[src/rtl/ctsio_map.vh]
// ctsio_map.vh: register map, field positions, reset values and timing counts
// for the trigger/strobe/packet pacing block; included by ctsio_top.v only.
`ifndef CTSIO_MAP_VH
`define CTSIO_MAP_VH

// clock and time units
`define CTSIO_CLK_PERIOD_NS 8
`define CTSIO_US_IN_NS 1000
`define CTSIO_CYC_PER_US (`CTSIO_US_IN_NS / `CTSIO_CLK_PERIOD_NS)
`define CTSIO_NS_PER_CYC 33'h000000008

// register offsets (byte addresses)
`define CTSIO_OFS_CTRL 8'h00
`define CTSIO_OFS_TRIG_DELAY 8'h04
`define CTSIO_OFS_DEBOUNCE 8'h08
`define CTSIO_OFS_STB_DELAY 8'h0C
`define CTSIO_OFS_STB_WIDTH 8'h10
`define CTSIO_OFS_PKT_GAP 8'h14
`define CTSIO_OFS_TX_DELAY 8'h18
`define CTSIO_OFS_STATUS 8'h1C

// control fields
`define CTSIO_CTRL_TRIG_POL 0
`define CTSIO_CTRL_OUT_POL 1
`define CTSIO_CTRL_OUT_SRC 2
`define CTSIO_CTRL_DEV_RESET 3

// status fields
`define CTSIO_STAT_TRIG_LVL 0
`define CTSIO_STAT_OUT_LVL 1
`define CTSIO_STAT_READY 2
`define CTSIO_STAT_EXPOSING 3
`define CTSIO_STAT_STROBE 4

// factory defaults
`define CTSIO_RST_TRIG_POL 1'b1
`define CTSIO_RST_OUT_POL 1'b1
`define CTSIO_RST_OUT_SRC 1'b0
`define CTSIO_RST_TRIG_DELAY 32'h00000000
`define CTSIO_RST_DEBOUNCE 32'h00000001
`define CTSIO_RST_STB_DELAY 32'h00000000
`define CTSIO_RST_STB_WIDTH 32'h00000001
`define CTSIO_RST_PKT_GAP 32'h00001770
`define CTSIO_RST_TX_DELAY 32'h00000000

// setting ceilings in microseconds
`define CTSIO_MAX_TRIG_DELAY 32'h01312D00
`define CTSIO_MAX_DEBOUNCE 32'h00002710
`define CTSIO_MAX_STB 32'h00FFFFFF

`endif

[src/rtl/ctsio_top.v]
// ctsio_top.v: trigger input conditioning, exposure start delay, output line
// (ready indicator or strobe timer) and packet transmit pacing.
// assumes one 125 MHz clock; the trigger pin is asynchronous, all other
// inputs come from logic on clk_in.
//
// Notes on behaviour
// - exposure starts a set 0..20000000 us after trigger recognition, default 0.
// - trigger input polarity selectable, true means positive, default true.
// - output line polarity inverted through its own polarity setting.
// - trigger recognised after pulse held 0..10000 us, default 1; source holds it.
// - ready-indicator source drives output ON while a trigger can be accepted.
// - strobe source drives output with a timer-generated strobe pulse.
// - trigger line level readable as status, true is ON; output line status bit is its pin level.
// - strobe waits 0..16777215 us, default 0, only in strobe mode.
// - strobe pulse held 0..16777215 us, default 1, in strobe mode.
// - gap between image packets 0..4294967295 ns, default 6000.
// - packet transmission start delayed 0..4294967295 ns, default 0.
// - device reset command restores every setting to its factory default.
`timescale 1ns/1ps
`default_nettype none
`include "ctsio_map.vh"

module ctsio_top (
  input wire clk_in,
  input wire reset_n_in,
  input wire [7:0] addr_in,
  input wire [31:0] wr_data_in,
  input wire wr_en_in,
  input wire rd_en_in,
  output reg [31:0] rd_data_out,
  input wire trig_pin_in,
  input wire exposure_done_in,
  output reg exposure_start_out,
  output reg out_line_out,
  input wire frame_start_in,
  input wire frame_end_in,
  input wire pkt_pending_in,
  output reg pkt_send_out
);

  localparam [1:0] T_IDLE = 2'h0;
  localparam [1:0] T_DELAY = 2'h1;
  localparam [1:0] T_EXPOSE = 2'h2;
  localparam [1:0] S_IDLE = 2'h0;
  localparam [1:0] S_DELAY = 2'h1;
  localparam [1:0] S_PULSE = 2'h2;

  reg trig_pol_q;
  reg out_pol_q;
  reg out_src_q;
  reg [31:0] trig_delay_q;
  reg [31:0] debounce_q;
  reg [31:0] stb_delay_q;
  reg [31:0] stb_width_q;
  reg [31:0] pkt_gap_q;
  reg [31:0] tx_delay_q;

  reg trig_meta_q;
  reg trig_sync_q;
  reg [31:0] deb_cnt_q;
  reg deb_done_q;
  reg [1:0] tstate_q;
  reg [31:0] tcnt_q;
  reg [1:0] sstate_q;
  reg [31:0] scnt_q;
  reg strobe_q;
  reg frame_act_q;
  reg first_pkt_q;
  reg [32:0] pkt_ns_q;

  wire trig_active;
  wire ready;
  wire out_raw;
  wire [31:0] deb_cyc;
  wire [31:0] tdly_cyc;
  wire [31:0] sdly_cyc;
  wire [31:0] swid_cyc;
  wire [32:0] pkt_tgt;
  wire trig_hit;
  wire stb_mode;
  wire dev_reset;
  wire [31:0] wclamp_trig;
  wire [31:0] wclamp_deb;
  wire [31:0] wclamp_stb;

  assign trig_active = trig_sync_q ^ ~trig_pol_q;
  assign ready = (tstate_q == T_IDLE);
  assign stb_mode = out_src_q;
  assign out_raw = stb_mode ? strobe_q : ready;

  // microsecond settings become cycle counts; products stay below 2^32
  assign deb_cyc = debounce_q * `CTSIO_CYC_PER_US;
  assign tdly_cyc = trig_delay_q * `CTSIO_CYC_PER_US;
  assign sdly_cyc = stb_delay_q * `CTSIO_CYC_PER_US;
  assign swid_cyc = stb_width_q * `CTSIO_CYC_PER_US;

  // writes above range saturate rather than wrap into a short time
  assign wclamp_trig = (wr_data_in > `CTSIO_MAX_TRIG_DELAY) ?
                       `CTSIO_MAX_TRIG_DELAY : wr_data_in;
  assign wclamp_deb = (wr_data_in > `CTSIO_MAX_DEBOUNCE) ?
                      `CTSIO_MAX_DEBOUNCE : wr_data_in;
  assign wclamp_stb = (wr_data_in > `CTSIO_MAX_STB) ? `CTSIO_MAX_STB : wr_data_in;

  assign dev_reset = wr_en_in && (addr_in == `CTSIO_OFS_CTRL) &&
                     wr_data_in[`CTSIO_CTRL_DEV_RESET];

  // settings registers
  always @(posedge clk_in or negedge reset_n_in) begin
    if (!reset_n_in) begin
      trig_pol_q <= `CTSIO_RST_TRIG_POL;
      out_pol_q <= `CTSIO_RST_OUT_POL;
      out_src_q <= `CTSIO_RST_OUT_SRC;
      trig_delay_q <= `CTSIO_RST_TRIG_DELAY;
      debounce_q <= `CTSIO_RST_DEBOUNCE;
      stb_delay_q <= `CTSIO_RST_STB_DELAY;
      stb_width_q <= `CTSIO_RST_STB_WIDTH;
      pkt_gap_q <= `CTSIO_RST_PKT_GAP;
      tx_delay_q <= `CTSIO_RST_TX_DELAY;
    end else if (dev_reset) begin
      trig_pol_q <= `CTSIO_RST_TRIG_POL;
      out_pol_q <= `CTSIO_RST_OUT_POL;
      out_src_q <= `CTSIO_RST_OUT_SRC;
      trig_delay_q <= `CTSIO_RST_TRIG_DELAY;
      debounce_q <= `CTSIO_RST_DEBOUNCE;
      stb_delay_q <= `CTSIO_RST_STB_DELAY;
      stb_width_q <= `CTSIO_RST_STB_WIDTH;
      pkt_gap_q <= `CTSIO_RST_PKT_GAP;
      tx_delay_q <= `CTSIO_RST_TX_DELAY;
    end else if (wr_en_in) begin
      case (addr_in)
        `CTSIO_OFS_CTRL: begin
          trig_pol_q <= wr_data_in[`CTSIO_CTRL_TRIG_POL];
          out_pol_q <= wr_data_in[`CTSIO_CTRL_OUT_POL];
          out_src_q <= wr_data_in[`CTSIO_CTRL_OUT_SRC];
        end
        `CTSIO_OFS_TRIG_DELAY: trig_delay_q <= wclamp_trig;
        `CTSIO_OFS_DEBOUNCE: debounce_q <= wclamp_deb;
        `CTSIO_OFS_STB_DELAY: stb_delay_q <= wclamp_stb;
        `CTSIO_OFS_STB_WIDTH: stb_width_q <= wclamp_stb;
        `CTSIO_OFS_PKT_GAP: pkt_gap_q <= wr_data_in;
        `CTSIO_OFS_TX_DELAY: tx_delay_q <= wr_data_in;
        default: begin
        end
      endcase
    end
  end

  // read port, data in the cycle after the strobe only
  always @(posedge clk_in or negedge reset_n_in) begin
    if (!reset_n_in) begin
      rd_data_out <= 32'h00000000;
    end else if (rd_en_in) begin
      case (addr_in)
        `CTSIO_OFS_CTRL: begin
          rd_data_out <= 32'h00000000;
          rd_data_out[`CTSIO_CTRL_TRIG_POL] <= trig_pol_q;
          rd_data_out[`CTSIO_CTRL_OUT_POL] <= out_pol_q;
          rd_data_out[`CTSIO_CTRL_OUT_SRC] <= out_src_q;
        end
        `CTSIO_OFS_TRIG_DELAY: rd_data_out <= trig_delay_q;
        `CTSIO_OFS_DEBOUNCE: rd_data_out <= debounce_q;
        `CTSIO_OFS_STB_DELAY: rd_data_out <= stb_delay_q;
        `CTSIO_OFS_STB_WIDTH: rd_data_out <= stb_width_q;
        `CTSIO_OFS_PKT_GAP: rd_data_out <= pkt_gap_q;
        `CTSIO_OFS_TX_DELAY: rd_data_out <= tx_delay_q;
        `CTSIO_OFS_STATUS: begin
          rd_data_out <= 32'h00000000;
          rd_data_out[`CTSIO_STAT_TRIG_LVL] <= trig_active;
          rd_data_out[`CTSIO_STAT_OUT_LVL] <= out_line_out;
          rd_data_out[`CTSIO_STAT_READY] <= ready;
          rd_data_out[`CTSIO_STAT_EXPOSING] <= (tstate_q == T_EXPOSE);
          rd_data_out[`CTSIO_STAT_STROBE] <= strobe_q;
        end
        default: rd_data_out <= 32'h00000000;
      endcase
    end else begin
      rd_data_out <= 32'h00000000;
    end
  end

  // trigger pin synchroniser
  always @(posedge clk_in or negedge reset_n_in) begin
    if (!reset_n_in) begin
      trig_meta_q <= 1'b0;
      trig_sync_q <= 1'b0;
    end else begin
      trig_meta_q <= trig_pin_in;
      trig_sync_q <= trig_meta_q;
    end
  end

  // pulse width qualification
  // one recognition per pulse; the line must go inactive before the next
  assign trig_hit = trig_active && !deb_done_q && (deb_cnt_q >= deb_cyc);

  always @(posedge clk_in or negedge reset_n_in) begin
    if (!reset_n_in) begin
      deb_cnt_q <= 32'h00000000;
      deb_done_q <= 1'b0;
    end else if (!trig_active) begin
      deb_cnt_q <= 32'h00000000;
      deb_done_q <= 1'b0;
    end else if (trig_hit) begin
      deb_done_q <= 1'b1;
    end else if (!deb_done_q) begin
      // frozen after recognition, so a long pulse cannot wrap the count
      deb_cnt_q <= deb_cnt_q + 32'h00000001;
    end
  end

  // trigger to exposure sequencer; triggers outside idle are dropped
  always @(posedge clk_in or negedge reset_n_in) begin
    if (!reset_n_in) begin
      tstate_q <= T_IDLE;
      tcnt_q <= 32'h00000000;
      exposure_start_out <= 1'b0;
    end else begin
      exposure_start_out <= 1'b0;
      case (tstate_q)
        T_IDLE: begin
          tcnt_q <= 32'h00000000;
          if (trig_hit) begin
            tstate_q <= T_DELAY;
          end
        end
        T_DELAY: begin
          if (tcnt_q >= tdly_cyc) begin
            tstate_q <= T_EXPOSE;
            exposure_start_out <= 1'b1;
          end else begin
            tcnt_q <= tcnt_q + 32'h00000001;
          end
        end
        T_EXPOSE: begin
          if (exposure_done_in) begin
            tstate_q <= T_IDLE;
          end
        end
        default: tstate_q <= T_IDLE;
      endcase
    end
  end

  // strobe timer
  always @(posedge clk_in or negedge reset_n_in) begin
    if (!reset_n_in) begin
      sstate_q <= S_IDLE;
      scnt_q <= 32'h00000000;
      strobe_q <= 1'b0;
    end else begin
      case (sstate_q)
        S_IDLE: begin
          scnt_q <= 32'h00000000;
          strobe_q <= 1'b0;
          if (exposure_start_out && stb_mode) begin
            sstate_q <= S_DELAY;
          end
        end
        S_DELAY: begin
          if (scnt_q >= sdly_cyc) begin
            scnt_q <= 32'h00000000;
            // width 0 keeps the line quiet instead of a one-cycle glitch
            if (swid_cyc != 32'h00000000) begin
              sstate_q <= S_PULSE;
              strobe_q <= 1'b1;
            end else begin
              sstate_q <= S_IDLE;
            end
          end else begin
            scnt_q <= scnt_q + 32'h00000001;
          end
        end
        S_PULSE: begin
          if (scnt_q >= swid_cyc - 32'h00000001) begin
            sstate_q <= S_IDLE;
            strobe_q <= 1'b0;
          end else begin
            scnt_q <= scnt_q + 32'h00000001;
          end
        end
        default: begin
          sstate_q <= S_IDLE;
          strobe_q <= 1'b0;
        end
      endcase
    end
  end

  // output line register
  always @(posedge clk_in or negedge reset_n_in) begin
    if (!reset_n_in) begin
      out_line_out <= 1'b0;
    end else begin
      out_line_out <= out_raw ^ ~out_pol_q;
    end
  end

  // packet pacing: first packet waits the start delay, later ones the gap
  assign pkt_tgt = first_pkt_q ? {1'b0, tx_delay_q} : {1'b0, pkt_gap_q};

  always @(posedge clk_in or negedge reset_n_in) begin
    if (!reset_n_in) begin
      frame_act_q <= 1'b0;
      first_pkt_q <= 1'b1;
      pkt_ns_q <= 33'h000000000;
      pkt_send_out <= 1'b0;
    end else begin
      pkt_send_out <= 1'b0;
      if (frame_start_in) begin
        frame_act_q <= 1'b1;
        first_pkt_q <= 1'b1;
        pkt_ns_q <= 33'h000000000;
      end else if (frame_end_in) begin
        frame_act_q <= 1'b0;
      end else if (frame_act_q) begin
        if ((pkt_ns_q >= pkt_tgt) && pkt_pending_in && !pkt_send_out) begin
          pkt_send_out <= 1'b1;
          first_pkt_q <= 1'b0;
          pkt_ns_q <= 33'h000000000;
        end else if (pkt_ns_q < pkt_tgt) begin
          // stops at the target, so a long wait for data cannot overflow
          pkt_ns_q <= pkt_ns_q + `CTSIO_NS_PER_CYC;
        end
      end
    end
  end

endmodule
`default_nettype wire

[config.mk]
export PLATFORM = sky130hd
export DESIGN_NAME = ctsio_top
export DESIGN_NICKNAME = d
export VERILOG_FILES = /design/src/rtl/ctsio_top.v
export VERILOG_INCLUDE_DIRS = /design/src /design/src/rtl
export SDC_FILE = /design/constraint.sdc
export NUM_CORES = 2
export LEC_CHECK = 0
export BUFFER_PORTS_ARGS = -buffer_cell sky130_fd_sc_hd__buf_2
export CAP_MARGIN = 10
export CORE_AREA = 4 4 295 268
export DETAILED_ROUTE_END_ITERATION = 16
export DIE_AREA = 0 0 299 272
export PLACE_DENSITY = 0.73
export SLEW_MARGIN = 20
export SYNTH_ARGS = -nofsm -noshare
export SYNTH_HDL_FRONTEND = slang
export SYNTH_SLANG_ARGS = --single-unit
[constraint.sdc]
create_clock -name clk_in -period 10.3 [get_ports clk_in]
set_input_delay 0.515 -clock clk_in [delete_from_list [all_inputs] [get_ports clk_in]]
set_output_delay 0.515 -clock clk_in [all_outputs]
set_load 0.01 [all_outputs]
Word level (Yosys, flattened, before mapping). Cells that the tools add are included.

Register bits after elaboration: 369. Input port bits: 49. Output and inout bits: 35. Logic and storage cells: 187.

Add/subtract/negate cells: 5. $mul: 4. $lt $le $gt $ge: 9. Equality and inequality tests: 24. Multiplexer cells: 74. Bitwise gates (word level): 4. Reduce and logical (&&, ||, !) cells: 42.

Operators by type and width (number): two-way mux 32 bit (29); one-hot mux 32 bit (8 select lines) (1); two-way mux 33 bit (5); greater-or-equal comparator 32 bit (4); multiplier 32 x 7 -> 32 bit, second input constant (4); adder 32 x 1 -> 32 bit, second input constant (3); one-hot mux 32 bit (3 select lines) (1); one-hot mux 32 bit (2 select lines) (1); adder 33 x 4 -> 33 bit, second input constant (1); greater-or-equal comparator 33 x 32 -> 1 bit (1); < comparator 33 x 32 -> 1 bit (1); == test 8 x 5 -> 1 bit, second input constant (4); > comparator 32 x 14 -> 1 bit, second input constant (1); > comparator 32 x 24 -> 1 bit, second input constant (1); > comparator 32 x 25 -> 1 bit, second input constant (1); nonzero test 32 bit (1); subtractor 32 x 1 -> 32 bit, second input constant (1); two-way mux 1 bit (27); nonzero test 2 bit (12); != test 2 bit, second input constant (11); AND reduction 2 bit (10); == test 8 x 4 -> 1 bit, second input constant (2); AND reduction 3 bit (5); two-way mux 2 bit (7); other kinds (13) (28).

Logic depth before layout (Yosys ltp).
Word-level depth: 8. Depth in mapped cells: 31. Gate-level depth less buffers: 30.

Least setup slack after synthesis. OpenSTA, ideal clock, no wires.

Kind: flip-flop to flip-flop. Start point: reg stb_width_q[4]. End point: reg scnt_q[12]. Library setup time: 0.121 ns. Arrival: 7.204 ns. Data required time: 10.179 ns. Path slack: 2.975 ns. Cell stages (with the launch flop): 30. Buffers on the path: 1. Clock period less this slack: 7.325 ns. Path through: dfrtp_1 > fa_1 > inv_1 > fa_1 > fa_1 > inv_1 > fa_1 > ha_1 > a21o_1 > a221o_1 > o21ai_2 > nand2_1 > or3_1 > a211o_1 > nor4_4 > nand3b_2 > nor2_1 > xnor2_1 > ha_1 > a21o_1 > a21o_1 > a21oi_1 > nor2b_1 > o21ai_0 > a21oi_1 > a211o_1 > a21oi_1 > buf_2 > o21ai_0 > a22o_1.

Cells in the longest elaborated chain, start to end: 5.

Ends and longest elaborated chain: from (decl) (RTL line ctsio_top.v:54) `reg [31:0] stb_width_q;`; from (signal assigned) (RTL line ctsio_top.v:116) `` stb_width_q <= `CTSIO_RST_STB_WIDTH; ``; from (signal assigned) (RTL line ctsio_top.v:126) `` stb_width_q <= `CTSIO_RST_STB_WIDTH; ``; from (signal assigned) (RTL line ctsio_top.v:139) `` `CTSIO_OFS_STB_WIDTH: stb_width_q <= wclamp_stb; ``; multiplier 32 x 7 -> 32 bit (no source line); subtractor 32 x 1 -> 32 bit (RTL line ctsio_top.v:274) `if (scnt_q >= swid_cyc - 32'h00000001) begin`; greater-or-equal comparator 32 bit (RTL line ctsio_top.v:274); != test 2 bit (no source line); AND reduction 2 bit (no source line); to (signal assigned) (RTL line ctsio_top.v:270) `scnt_q <= scnt_q + 32'h00000001;`; to (signal assigned) (RTL line ctsio_top.v:278) `scnt_q <= scnt_q + 32'h00000001;`; to (decl) (RTL line ctsio_top.v:65) `reg [31:0] scnt_q;`.

Every way passes these cells. A chain may end at the register's enable or synchronous reset.

Final worst setup path.
Start point: reg stb_delay_q[2]. End point: reg scnt_q[10].

Cells in the longest elaborated chain, start to end: 4.

Ends and longest elaborated chain: from (decl) (RTL line ctsio_top.v:53) `reg [31:0] stb_delay_q;`; from (signal assigned) (RTL line ctsio_top.v:115) `` stb_delay_q <= `CTSIO_RST_STB_DELAY; ``; from (signal assigned) (RTL line ctsio_top.v:125) `` stb_delay_q <= `CTSIO_RST_STB_DELAY; ``; from (signal assigned) (RTL line ctsio_top.v:138) `` `CTSIO_OFS_STB_DELAY: stb_delay_q <= wclamp_stb; ``; multiplier 32 x 7 -> 32 bit (no source line); greater-or-equal comparator 32 bit (RTL line ctsio_top.v:260) `if (scnt_q >= sdly_cyc) begin`; two-way mux 32 bit (RTL line ctsio_top.v:260); one-hot mux 32 bit (3 select lines) (RTL line ctsio_top.v:251) `case (sstate_q)`.

Every way passes these cells.

==> flow_metrics.env <==
export IMPL_status="finished with violations"
export IMPL_violations="hold timing"
export IMPL_grt_antenna_before_repair=10
export IMPL_clock_path_buffers=3
export IMPL_cts_resized=0
export IMPL_slew_viol_final=0
export IMPL_power_density_nw_per_um2=176
export IMPL_grt_remaining_overflow=0
export IMPL_synth_nets=4698
export IMPL_portBuffers=83
export IMPL_cp_depth=28
export IMPL_finalPower_w=0.00714
export IMPL_drc=0
export IMPL_fmax_ghz=0.116
export IMPL_worst_ep_required_time_ps=10820
export IMPL_io_pins=84
export IMPL_rsz0062_at_grt="no"
export IMPL_cap_violations=0
export IMPL_die_h_um=272
export IMPL_period_share=0.833
export IMPL_hold_path_class="input port to asynchronous set/reset pin"
export IMPL_cp_slowest_cell="nor2_1"
export IMPL_nNetsFinal=4735
export IMPL_postCtsHoldBufs=0
export IMPL_cts_setup_buffers=0
export IMPL_gp_congestion=0.936
export IMPL_row_count=96
export IMPL_synth_edff_count=0
export IMPL_cts_tree="yes"
export IMPL_tns_ps=0
export IMPL_clock_latency_ps=620
export IMPL_path_delay_family="compound AO/OA/AOI/OAI gates"
export IMPL_dr_pass1_iters=6
export IMPL_worst_path_most_repeated_cell="fa_1"
export IMPL_multiInputGateArea_um2=26900
export IMPL_synth_async_sr_flop_share=1.00
export IMPL_ir_drop_mv=0.132
export IMPL_numCtsBuffers=44
export IMPL_nFillCells=6768
export IMPL_yosysSeqAreaShare=0.244
export IMPL_fp_dieW_um=299
export IMPL_grt_pass1_vias=29853
export IMPL_synth_ff_type="dfrtp_1"
export IMPL_postSynthCellCount=3823
export IMPL_drt_wirelength_per_cell_um=21.1
export IMPL_cts_root_buf="clkbuf_16"
export IMPL_h_tree_depth=2
export IMPL_core_area_um2=75900
export IMPL_dp_hpwl_mm=80.8
export IMPL_vias=29862
export IMPL_final_setup_worst_slack_ps=1720
export IMPL_synth_avg_cell_area_um2=9.84
export IMPL_fin_worst_hold_slack_ps=-12.0
export IMPL_path_clk_slew_ps=60
export IMPL_min_period_ps=8580
export IMPL_drtIter0Drc=2972
export IMPL_cp_max_fo=14
export IMPL_slowest_delay_ps=790
export IMPL_wl_mm=104
export IMPL_skew_ps=64.1
export IMPL_endpoint_kind="flip-flop"
export IMPL_critPathArrivalTime_ps=9110
export IMPL_start_util=0.496
export IMPL_synth_seq_cells=366
export IMPL_synth_distinct_cells=93
export IMPL_grt_pass1_wl_mm=168
export IMPL_grt_max_degree=109
export IMPL_setup_violations=0
export IMPL_die_area_um2=81300
export IMPL_critPathLaunchType="flip-flop"
export IMPL_syn_cell_area_um2=37600
export IMPL_dp_slack_ps=1700
export IMPL_reg2reg_depth=28
export IMPL_register_area_um2=9170
export IMPL_worst_slew_pin_transition_ps=1120
export IMPL_clock_sinks=366
export IMPL_max_slew_margin_rel=0.254
export IMPL_track_usage=0.259
export IMPL_antenna_left=0
export IMPL_worst_setup_path_type="flip-flop to flip-flop"
export IMPL_drive_gt1_frac=0.0634
export IMPL_path_buf_inv=3
export IMPL_hold_viol=3
export IMPL_leakagePower_nw=20.7
export IMPL_areaGrowthSynthToFinish_pct=8.13
export IMPL_via_per_inst=6.06
export IMPL_yosys_warnings=0
cells by family (layout without fill, tap and decap cells):
family / Yosys count / after routing / share of synthesized area
AO/OA/AOI/OAI: 944 / 944 / 0.165
XOR/XNOR: 206 / 206 / 0.0479
adder cells (fa/ha/maj): 826 / 826 / 0.357
buffers and inverters: 425 / 496 / 0.0435
flip-flops: 366 / 366 / 0.244
multiplexers: 44 / 44 / 0.0117
other: 0 / 7 / 0
AND/OR/NAND/NOR: 1012 / 1012 / 0.131
state kept, by name (all words and copies together), names as in the netlist, 2 cells and up:
register	cells
deb_cnt_q	32
debounce_q	32
pkt_gap_q	32
pkt_ns_q	30
rd_data_out	32
scnt_q	32
sstate_q	2
stb_delay_q	32
stb_width_q	32
tcnt_q	32
trig_delay_q	32
tstate_q	2
tx_delay_q	32
power by group:
group | internal [W] | switching [W] | leakage [nW]
logic | 0.00151 | 0.00230 | 14.9
clock network | 0.000960 | 0.000687 | 0.728
registers | 0.00150 | 0.000172 | 5.01
stage by stage:
stage	utilization	cells	instance area (um^2)	hold WS (ps)
2_1_floorplan	-	3823	37600	219
3_3_place_gp	0.516	4843	39100	337
3_5_place_dp	0.516	4843	39100	339
4_1_cts	0.535	4923	40700	26.8
5_1_grt	0.536	4923	40700	43.7
6_report	0.536	4930	40700	-12.0
area by class of cell:
| cell class | instances | share of cell area |
|---|---|---|
| Tap cell | 1029 | 0.0316 |
| Sequential cell | 366 | 0.225 |
| Inverter | 303 | 0.0280 |
| Multi-Input combinational cell | 3032 | 0.661 |
| Antenna cell | 7 | 0.000431 |
| Clock buffer | 62 | 0.0297 |
| Timing Repair Buffer | 113 | 0.0160 |
| Clock inverter | 18 | 0.00741 |
path summary, 6_finish.rpt:
kind	start	endpoint	slack, ps
max	stb_delay_q[2]	scnt_q[10]	1720
min	reset_n_in	tcnt_q[3]	-10
max reg2reg	stb_delay_q[2]	scnt_q[10]	1720
min reg2reg	trig_meta_q	trig_sync_q	350
max in group asynchronous	reset_n_in	stb_width_q[28]	7930
min in group clk_in	trig_pin_in	trig_meta_q	50
cell usage in the layout, fill, tap and decap left out, drive strengths merged, types with 30 or more instances in the layout:
| cell | n |
|---|---|
| a21o | 120 |
| a21oi | 239 |
| a22o | 36 |
| a22oi | 109 |
| a31oi | 42 |
| and3 | 88 |
| buf | 113 |
| clkbuf | 62 |
| dfrtp | 354 |
| fa | 412 |
| ha | 414 |
| inv | 307 |
| mux2i | 43 |
| nand2 | 342 |
| nand2b | 30 |
| nand3 | 83 |
| nand4 | 52 |
| nor2 | 200 |
| nor2b | 36 |
| nor3 | 56 |
| o21ai | 198 |
| xnor2 | 123 |
| xor2 | 83 |
routing by layer:
| layer | global-route usage | wire length (um) | vias up |
|---|---|---|---|
| met2 | 0.390 | 44800 | 1218 |
| met5 | 0 | 58 | - |
| li1 | - | - | 13585 |
| met4 | 0.0839 | 3950 | 8 |
| met1 | 0.372 | 45500 | 14824 |
| met3 | 0.0595 | 9940 | 227 |
synth_stat cells, types with 42 or more instances:
cell type,count,area [um^2]
a21o_1,120,901
a21oi_1,238,1190
a22oi_1,109,818
a31oi_1,42,263
and3_1,88,551
clkbuf_1,108,405
dfrtp_1,354,8860
fa_1,412,8250
ha_1,414,5180
inv_1,303,1140
mux2i_1,43,430
nand2_1,342,1280
nand3_1,82,410
nand4_1,52,325
nor2_1,199,747
nor3_1,56,280
o21ai_0,189,946
xnor2_1,123,1080
xor2_1,83,727
Power figures use the tool's default switching activity.
